$ cat src/logic/bcr_pkg.sv
// bcr_pkg: constants and types for the break control register block.
// assumes a single system clock and a plain strobe register port.
`default_nettype none

package bcr_pkg;

  localparam int ADDR_W = 8;
  localparam int DATA_W = 32;
  localparam int NCH = 4;
  localparam int CNT_W = 12;

  // register offsets (byte addresses)
  localparam logic [ADDR_W-1:0] OFS_CTRL = 8'h00;
  localparam logic [ADDR_W-1:0] OFS_CNT_C = 8'h04;
  localparam logic [ADDR_W-1:0] OFS_CNT_D = 8'h08;
  localparam logic [ADDR_W-1:0] OFS_STS = 8'h0C;
  localparam logic [ADDR_W-1:0] OFS_MSK = 8'h10;

  localparam logic [DATA_W-1:0] CTRL_RESET = 32'h0000_0000;
  // plain read/write control bits
  localparam logic [DATA_W-1:0] CTRL_WMASK = 32'h0C1C_2C2C;
  // match flags, cleared by writing zero
  localparam logic [DATA_W-1:0] FLAG_MASK = 32'hC0C0_C0C0;
  localparam logic [CNT_W-1:0] CNT_RESET = 12'h000;
  localparam logic [NCH-1:0] STS_RESET = 4'h0;

  // field positions
  localparam int TRACE_BIT = 27;
  localparam int FETCH_A_BIT = 26;
  localparam int FETCH_B_BIT = 18;
  localparam int FETCH_C_BIT = 10;
  localparam int FETCH_D_BIT = 2;
  localparam int SEQ_HI_BIT = 20;
  localparam int SEQ_LO_BIT = 19;
  localparam int EXC_C_BIT = 13;
  localparam int EXC_D_BIT = 5;
  localparam int DCMP_C_BIT = 11;
  localparam int DCMP_D_BIT = 3;
  localparam int CPU_FLAG_A_BIT = 31;
  localparam int CH_STRIDE = 8;

  typedef enum logic [1:0] {
    SEQ_INDEP,
    SEQ_CD,
    SEQ_BCD,
    SEQ_ABCD
  } bcr_seq_t;

endpackage : bcr_pkg

`default_nettype wire

$ cat src/logic/bcr_break_control.sv
// bcr_break_control: break control register with match flags, chaining,
// execution-count gating for channels C and D, and a masked interrupt.
// assumes per-channel comparators outside that pulse CPU/DMA match inputs
// for one cycle per satisfied bus cycle, on the same clock.
//
// Overview of operation
// - power-on reset clears the whole control register; manual reset leaves it alone.
// - a channel A CPU match that breaks sets bit 31.
// - a channel A DMA match that breaks sets bit 30.
// - channel B CPU and DMA matches that break set bits 23 and 22.
// - a channel C CPU match that breaks sets bit 15.
// - match flags stay set until software writes them clear.
// - bit 27 enables program counter trace; off after reset.
// - bit 26 picks break before or after the fetched instruction, channel A.
// - bit 18 picks break before or after the fetched instruction, channel B.
// - bits 20:19 choose independent or chained C-D, B-C-D, A-B-C-D matching.
// - reserved bits read zero; software writes zero there.
// - bits 13 and 5 enable execution-count breaks for C and D.
// - bits 11, 3 enable data compare; bits 10, 2 select fetch break timing.
// - a channel C DMA match that breaks sets bit 14.
// - with count enabled, break only when occurrences reach the programmed count.
// - data compare enable tells comparators to include or ignore the data bus.
//
// The address map and the strobed register port were chosen for this implementation.
`default_nettype none

module bcr_break_control
  import bcr_pkg::*;
#(
  parameter int CW = bcr_pkg::CNT_W
) (
  // clock and reset
  input wire logic CLOCK_I,
  input wire logic RST_I,
  input wire logic MAN_RST_I,
  // register port
  input wire logic [bcr_pkg::ADDR_W-1:0] ADDR_I,
  input wire logic [bcr_pkg::DATA_W-1:0] WDATA_I,
  input wire logic WR_I,
  input wire logic RD_I,
  output logic [bcr_pkg::DATA_W-1:0] RDATA_O,
  // comparator side, index 0..3 is channel A..D; DATA_CMP_EN_O index 0..1 is channel C..D
  input wire logic [bcr_pkg::NCH-1:0] CPU_MATCH_I,
  input wire logic [bcr_pkg::NCH-1:0] DMA_MATCH_I,
  output logic [bcr_pkg::NCH-1:0] FETCH_AFTER_O,
  output logic [1:0] DATA_CMP_EN_O,
  output logic PC_TRACE_EN_O,
  // break request and interrupt
  output logic BREAK_REQ_O,
  output logic IRQ_O
);
  import bcr_pkg::*;

  typedef struct packed {
    logic [DATA_W-1:0] ctrl;
    logic [CW-1:0] cnt_c;
    logic [CW-1:0] cnt_d;
    logic [1:0] stage;
    logic [NCH-1:0] sts;
    logic [NCH-1:0] msk;
    logic [DATA_W-1:0] rdata;
    logic brk;
  } bcr_state_t;

  bcr_state_t s;
  bcr_state_t next_s;

  // first channel of the chain; NCH means no chain
  function automatic logic [2:0] seq_first(input bcr_seq_t m);
    logic [2:0] f;
    f = 3'h4;
    unique case (m)
      SEQ_INDEP: f = 3'h4;
      SEQ_CD: f = 3'h2;
      SEQ_BCD: f = 3'h1;
      SEQ_ABCD: f = 3'h0;
    endcase
    return f;
  endfunction : seq_first

  // shared execution-count gate: returns 1 when the occurrence may break
  function automatic logic cnt_pass(input logic en, input logic [CW-1:0] c);
    return !en || (c <= CW'(1));
  endfunction : cnt_pass

  bcr_seq_t mode;
  logic [2:0] first;
  logic [1:0] eff;
  logic [NCH-1:0] hit;
  logic [NCH-1:0] req;
  logic wr_ctrl;
  logic [DATA_W-1:0] setv;

  assign mode = bcr_seq_t'(s.ctrl[SEQ_HI_BIT:SEQ_LO_BIT]);
  assign first = seq_first(mode);
  assign hit = CPU_MATCH_I | DMA_MATCH_I;
  assign wr_ctrl = WR_I && (ADDR_I == OFS_CTRL);
  // a stale stage from an earlier mode restarts at the chain head
  assign eff = ({1'b0, s.stage} < first) ? first[1:0] : s.stage;

  always_comb begin
    next_s = s;
    next_s.brk = 1'b0;
    req = '0;
    setv = '0;
    // independent channels break on their own hit
    for (int i = 0; i < NCH; i++) begin
      if (3'(i) < first) begin
        req[i] = hit[i];
      end
    end
    // chained channels advance a stage; only the last one breaks
    if (first < 3'h4 && hit[eff]) begin
      if (eff == 2'h3) begin
        req[3] = 1'b1;
        next_s.stage = first[1:0];
      end else begin
        next_s.stage = eff + 2'h1;
      end
    end
    // execution count: each occurrence counts down, break once it reaches one
    if (req[2] && s.ctrl[EXC_C_BIT]) begin
      if (s.cnt_c != '0) begin
        next_s.cnt_c = s.cnt_c - CW'(1);
      end
      req[2] = cnt_pass(1'b1, s.cnt_c);
    end
    if (req[3] && s.ctrl[EXC_D_BIT]) begin
      if (s.cnt_d != '0) begin
        next_s.cnt_d = s.cnt_d - CW'(1);
      end
      req[3] = cnt_pass(1'b1, s.cnt_d);
    end
    // flags name the cycle type behind each break
    for (int i = 0; i < NCH; i++) begin
      setv[CPU_FLAG_A_BIT - CH_STRIDE * i] = req[i] & CPU_MATCH_I[i];
      setv[CPU_FLAG_A_BIT - 1 - CH_STRIDE * i] = req[i] & DMA_MATCH_I[i];
    end
    // write: control bits load, flags only clear on zero; set wins
    if (wr_ctrl) begin
      next_s.ctrl = (WDATA_I & CTRL_WMASK) | (s.ctrl & WDATA_I & FLAG_MASK);
    end
    next_s.ctrl = next_s.ctrl | setv;
    if (WR_I && ADDR_I == OFS_CNT_C) begin
      next_s.cnt_c = WDATA_I[CW-1:0];
    end
    if (WR_I && ADDR_I == OFS_CNT_D) begin
      next_s.cnt_d = WDATA_I[CW-1:0];
    end
    if (WR_I && ADDR_I == OFS_MSK) begin
      next_s.msk = WDATA_I[NCH-1:0];
    end
    // status is write-one-to-clear; a new break in the same cycle survives
    if (WR_I && ADDR_I == OFS_STS) begin
      next_s.sts = s.sts & ~WDATA_I[NCH-1:0];
    end
    next_s.sts = next_s.sts | req;
    next_s.brk = |req;
    // manual reset only restarts the chain, register contents are kept
    if (MAN_RST_I) begin
      next_s.stage = 2'h0;
    end
    // read data stand for the one cycle after the strobe
    next_s.rdata = '0;
    if (RD_I) begin
      unique case (ADDR_I)
        OFS_CTRL: next_s.rdata = s.ctrl;
        OFS_CNT_C: next_s.rdata = DATA_W'(s.cnt_c);
        OFS_CNT_D: next_s.rdata = DATA_W'(s.cnt_d);
        OFS_STS: next_s.rdata = DATA_W'(s.sts);
        OFS_MSK: next_s.rdata = DATA_W'(s.msk);
        default: next_s.rdata = '0;
      endcase
    end
  end

  always_ff @(posedge CLOCK_I) begin
    if (RST_I) begin
      s <= '0;
      s.ctrl <= CTRL_RESET;
      s.cnt_c <= CNT_RESET;
      s.cnt_d <= CNT_RESET;
      s.sts <= STS_RESET;
      s.msk <= STS_RESET;
    end else begin
      s <= next_s;
    end
  end

  assign RDATA_O = s.rdata;
  assign BREAK_REQ_O = s.brk;
  assign IRQ_O = |(s.sts & s.msk);
  assign PC_TRACE_EN_O = s.ctrl[TRACE_BIT];
  assign FETCH_AFTER_O = {s.ctrl[FETCH_D_BIT], s.ctrl[FETCH_C_BIT],
                          s.ctrl[FETCH_B_BIT], s.ctrl[FETCH_A_BIT]};
  // comparators fold the data bus in only when these are set
  assign DATA_CMP_EN_O = {s.ctrl[DCMP_D_BIT], s.ctrl[DCMP_C_BIT]};
endmodule : bcr_break_control

`default_nettype wire

$ cat config.mk
export PLATFORM = sky130hd
export DESIGN_NAME = bcr_break_control
export DESIGN_NICKNAME = d
export VERILOG_FILES = /design/src/logic/bcr_pkg.sv /design/src/logic/bcr_break_control.sv
export SDC_FILE = /design/constraint.sdc
export NUM_CORES = 1
export LEC_CHECK = 0
export ABC_AREA = 1
export BUFFER_PORTS_ARGS = -buffer_cell sky130_fd_sc_hd__clkbuf_2
export CAP_MARGIN = 30
export CORE_ASPECT_RATIO = 1.5
export CORE_MARGIN = 2
export CORE_UTILIZATION = 35
export DETAILED_ROUTE_END_ITERATION = 7
export PLACE_DENSITY_LB_ADDON = 0.2
export SETUP_SLACK_MARGIN = 0.05
export SLEW_MARGIN = 15
export SYNTH_ARGS = -nofsm -noshare
export SYNTH_HDL_FRONTEND = slang
export SYNTH_SLANG_ARGS = --single-unit
$ cat constraint.sdc
create_clock -name CLOCK_I -period 2.6 [get_ports CLOCK_I]
set_clock_uncertainty 0.1 [all_clocks]
set_input_delay 0.13 -clock CLOCK_I [delete_from_list [all_inputs] [get_ports CLOCK_I]]
set_output_delay 0.13 -clock CLOCK_I [all_outputs]
set_load 0.05 [all_outputs]
## Word level (Yosys, flattened, before mapping)

Index checks and enable logic that the tools add are counted.

| cells by class | value |
|---|---|
| bitwise operators | 17 |
| reductions and logical operators | 22 |
| magnitude comparators | 9 |
| equal/unequal tests | 8 |
| add/subtract/negate cells | 3 |
| multiplexer cells | 22 |

Operators with widths:

| kind | count |
|---|---|
| one-hot mux 32 bit (5 select lines) | 1 |
| 2-to-1 mux 12 bit | 6 |
| AND 32 bit | 1 |
| 2-to-1 mux 32 bit | 1 |
| bitwise OR 28 x 32 -> 32 bit | 1 |
| bitwise OR 32 bit | 1 |
| <= comparator 12 x 1 -> 1 bit, second input constant | 2 |
| nonzero test 12 bit | 2 |
| subtractor 12 x 1 -> 12 bit, second input constant | 2 |
| == test 8 x 4 -> 1 bit, second input constant | 2 |
| one-hot mux 3 bit (4 select lines) | 1 |
| 2-to-1 mux 1 bit | 9 |
| AND 1 bit | 8 |
| AND 4 bit | 2 |
| == test 8 x 3 -> 1 bit, second input constant | 1 |
| == test 8 x 5 -> 1 bit, second input constant | 1 |
| logical AND 1 bit | 8 |
| logical NOT 8 bit | 1 |
| bitwise OR 4 bit | 2 |
| nonzero test 2 bit | 4 |
| OR reduction 4 bit | 2 |
| == test 2 bit, second input constant | 3 |
| < comparator 1 x 3 -> 1 bit, first input constant | 2 |
| < comparator 2 x 3 -> 1 bit, first input constant | 2 |
| 13 further kinds | 16 |

| word-level totals | value |
|---|---|
| input bits | 53 |
| bits in registers | 99 |
| word-level logic and storage cells | 89 |

## Depth between registers and ports, before layout

| depth | value |
|---|---|
| word-level depth | 12 |
| depth in mapped cells | 12 |
| depth with buffers taken out | 12 |

## Worst setup path after synthesis

No wires, ideal clock.

| timing | value |
|---|---|
| path kind | register to register |
| start | register s (netlist bit mode[1]) |
| end | register s[45] (netlist name) |
| data arrival time | 1.545 ns |
| buffers on the path | 1 |
| path slack | 0.823 ns |
| cell stages (with the launch flop) | 13 |
| cells stage by stage | dfxtp_1 -> inv_2 -> nand2_1 -> ha_1 -> o21ai_0 -> nand2_1 -> nand4_1 -> nand2_1 -> nand2_2 -> nand2_2 -> buf_6 -> nand2_1 -> a21oi_1 |

| on the way | value |
|---|---|
| longest elaborated chain between the ends | 11 |
| elaborated cells on any way between the ends | 19 |
| classes of those cells | 3 x order compare; 4 x eq/ne; 7 x mux; 5 x reduce/logical |

RTL lines:

| what | line | text |
|---|---|---|
| from (decl) | bcr_break_control.sv:65 | `bcr_state_t s;` |
| from (signal assigned) | bcr_break_control.sv:186 | `s <= next_s;` |
| == test 2 bit (tied with other cells) | bcr_break_control.sv:72 | `unique case (m)` |
| one-hot mux 3 bit (4 select lines) (*) | bcr_break_control.sv:72 |  |
| < comparator 2 x 3 -> 1 bit | bcr_break_control.sv:99 | `assign eff = ({1'b0, s.stage} < first) ? first[1:0] : s.stage;` |
| 2-to-1 mux 2 bit | bcr_break_control.sv:99 |  |
| binary-select mux 1 bit (select 2 bit) | bcr_break_control.sv:113 | `if (first < 3'h4 && hit[eff]) begin` |
| 2-to-1 mux 1 bit (implied by the code) | bcr_break_control.sv:113 |  |
| logical AND 1 bit | bcr_break_control.sv:113 |  |
| 2-to-1 mux 1 bit (*) | bcr_break_control.sv:113 |  |
| logical AND 1 bit (*) | bcr_break_control.sv:128 | `if (req[3] && s.ctrl[EXC_D_BIT]) begin` |
| nonzero test 2 bit (no source line) (*) | -- |  |
| AND reduction 2 bit (no source line) (*) | -- |  |

Every way passes the cells marked *; elsewhere a longest branch is shown, timed or not. The select of a mux whose other input is x is not followed.
A chain may end at the register's enable or synchronous reset.

## Final worst setup path

| timing | value |
|---|---|
| start | register s (netlist bit mode[1]) |
| end | register s[51] (netlist name) |

Same word-level chain as after synthesis.

==> impl_results.md <==
* Number of port buffers at 77
* Initial detailed-routing violation count at 274
* Residual DRC at 0
* Status: finished clean
* Routability cong. at 0.892
* Hold Crit Class: input pin to register
* First-pass DRT Iterations at 8
* #FFs+latches synth at 78
* Area after DPL at 4620 µm²
* LEAKAGE at 2.41 nW
* Post-DP HPWL at 9660 µm
* Hold Vio Cnt, Final at 0
* GR Util All Layers at 19.8%
* WHS at 6.11 ps
* Vias in the first global route at 4086
* Most frequent cell after synthesis: nand2_1
* Period utilization at 82.9%
* Fraction of registers with async set/reset at 0%
* Worst vdd ir at 0.264 mV
* Die area at 13400 µm²
* Register area share after synthesis at 35.8%
* Yosys top cell area share at 35.8%
* WL final at 13000 µm
* Die X at 95.2 µm
* Setup bufs post-CTS at 0
* RSZ-0062 raised after global routing: false
* Crit Path Max Fanout at 12
* DR vias at 4341
* FMAX at 0.464 GHz
* Initial antenna violation count at 0
* Largest net degree at the start of global routing at 38
* Avg WL per Cell at 14.9 µm
* Power Total at 2.82 mW
* Max cap viols at 0
* DRT antenna net count at 0
* NumNets Final at 770
* Setup violators final at 0
* Post-route cell area at 5140 µm²
* Clk sink count at 78
* Critical path class: register to register
* Ports at 94
* # rows at 50
* Die H at 141 µm
* Post-synth EDFFs at 0
* Slew Limit Fails at 0
* Setup ws final at 443 ps
* Pwr/cell area at 548 nW/µm²
* Unique masters post-synth at 40
* Crit path time final at 2160 ps
* Clk root buf: clkbuf_16
* Cells after synthesis at 647
* Crit path DAT at 2330 ps
* H-Tree Depth at 3
* Req. time, crit path at 2770 ps
* Synthesis-to-layout area growth at 17.9%
* Synth Cell Area at 4360 µm²
* Ys flop type: dfxtp_1
* Fraction of layout cells with a size suffix above 1 at 18.0%
* Clock-pin transition on the worst setup and hold timing paths at 60 ps
* Aggregate global routing overflow at 0
* Num CTS Buffers at 9
* Post-Route Setup TNS at 0 ps
* Top post-synthesis cells by count: nand2_1, dfxtp_1, nor2_1
* # diodes at 0
* Via-per-instance ratio at 4.97
* Setup WS pre-CTS at 453 ps
* Clk_lat worst skew at 350 ps
* Cts repair resizes at 0
* Core Footprint at 12300 µm²
* Worst slew pin tran at 532 ps
* Initial Utilization at 35.4%
* Top cells by area, synth: dfxtp_1, nand2_1, buf_4
* First-pass GRT wire length at 20200 µm
* Yosys warning total at 0
* Avg Cell Area, Syn at 6.74 µm²
* Synth area leader: dfxtp_1
* Worst rel slew slack at 64.4%
* CP endpoint kind: register
* CTS tree: built
* Startpoint Class: register
* Bufs on Longest Clock Path at 2
## routing by layer
metal  GRT usage [%]  vias to the layer above  part of all wire [%]
li1                -                     2171                     -
met1            21.3                     1988                    39
met4            10.3                        0                   4.3
met2            35.2                      145                    51
met5               0                        -                     0
met3            4.28                       37                   5.7
## worst max-delay path, stage by stage (launching register included)
cell	delay, ps
dfxtp_1	340
inv_2	120
nand2_1	110
ha_1	210
or2_1	210
nand2_1	130
nand4_1	90
nand2_1	180
nand2_2	160
nand2_2	230
nand2_1	80
a21oi_1	130
## cell type report
cell class / count / area, µm²
clock inverters: 7 / 97.6
repair buffers: 100 / 608
fillers: 1311 / 7180
clock buffers: 9 / 225
inverters: 68 / 255
well taps: 156 / 195
multi-input cells: 455 / 2200
flip-flops and latches: 78 / 1560
## stage by stage
step,cells,util (%)
after floorplan,654,-
after global placement,837,37.5
after detailed placement,837,37.5
after CTS,873,41.7
after global routing,873,41.7
final,873,41.7
## layout by cell type, fill, tap and decap left out, types with 9 or more instances in the layout
cell type        n
dfxtp_1         78
inv_1           60
nor3_1          11
nand2_1        155
clkbuf_16        9
a21oi_1         54
nand3_1         39
nor2_1          73
clkbuf_2        77
o21ai_0         26
dlygate4sd3_1   20
o21ai_1         21
nand4_1          9
## sequential cells by signal (all words and copies together) (netlist names)
name / count
BREAK_REQ_O: 1
DATA_CMP_EN_O: 2
PC_TRACE_EN_O: 1
s: 44
mode: 2
FETCH_AFTER_O: 4
RDATA_O: 24
## cells by family after synthesis
group                      count (synthesis)  share of synthesized area (%)
DFF                                       78                           35.8
xor gates and xnor gates                  10                           2.01
AOI/OAI and AO/OA                        119                           14.5
other                                      1                         0.0860
adders and majority gates                  5                           1.43
buffers and inverters                    121                           14.3
and+or+nand+nor                          313                           31.8
## what timing repair did
| item | in CTS | in global routing |
|---|---|---|
| endpoints found under the setup margin | 0 | 0 |
| endpoints found under the hold margin | 16 | 0 |
| hold buffers | 20 | 0 |
## report_power, final
group	total (mW)	switching (mW)	leakage (nW)	internal, mW
Sequential	1.22	0.00933	0.632	1.21
Clock	1.38	0.537	0.157	0.845
Combinational	0.216	0.138	1.62	0.0782
## worst paths after layout
check / start / end / slack (ps) / depth (start not counted)
setup / recovery: mode[1] / s[51] / 440 / 11
hold / removal: WDATA_I[5] / s[72] / 6 / 3
setup reg to reg: mode[1] / s[51] / 440 / 11
hold reg to reg: s[97] / RDATA_O[30] / 350 / 2
Power figures use the tool's default switching activity.
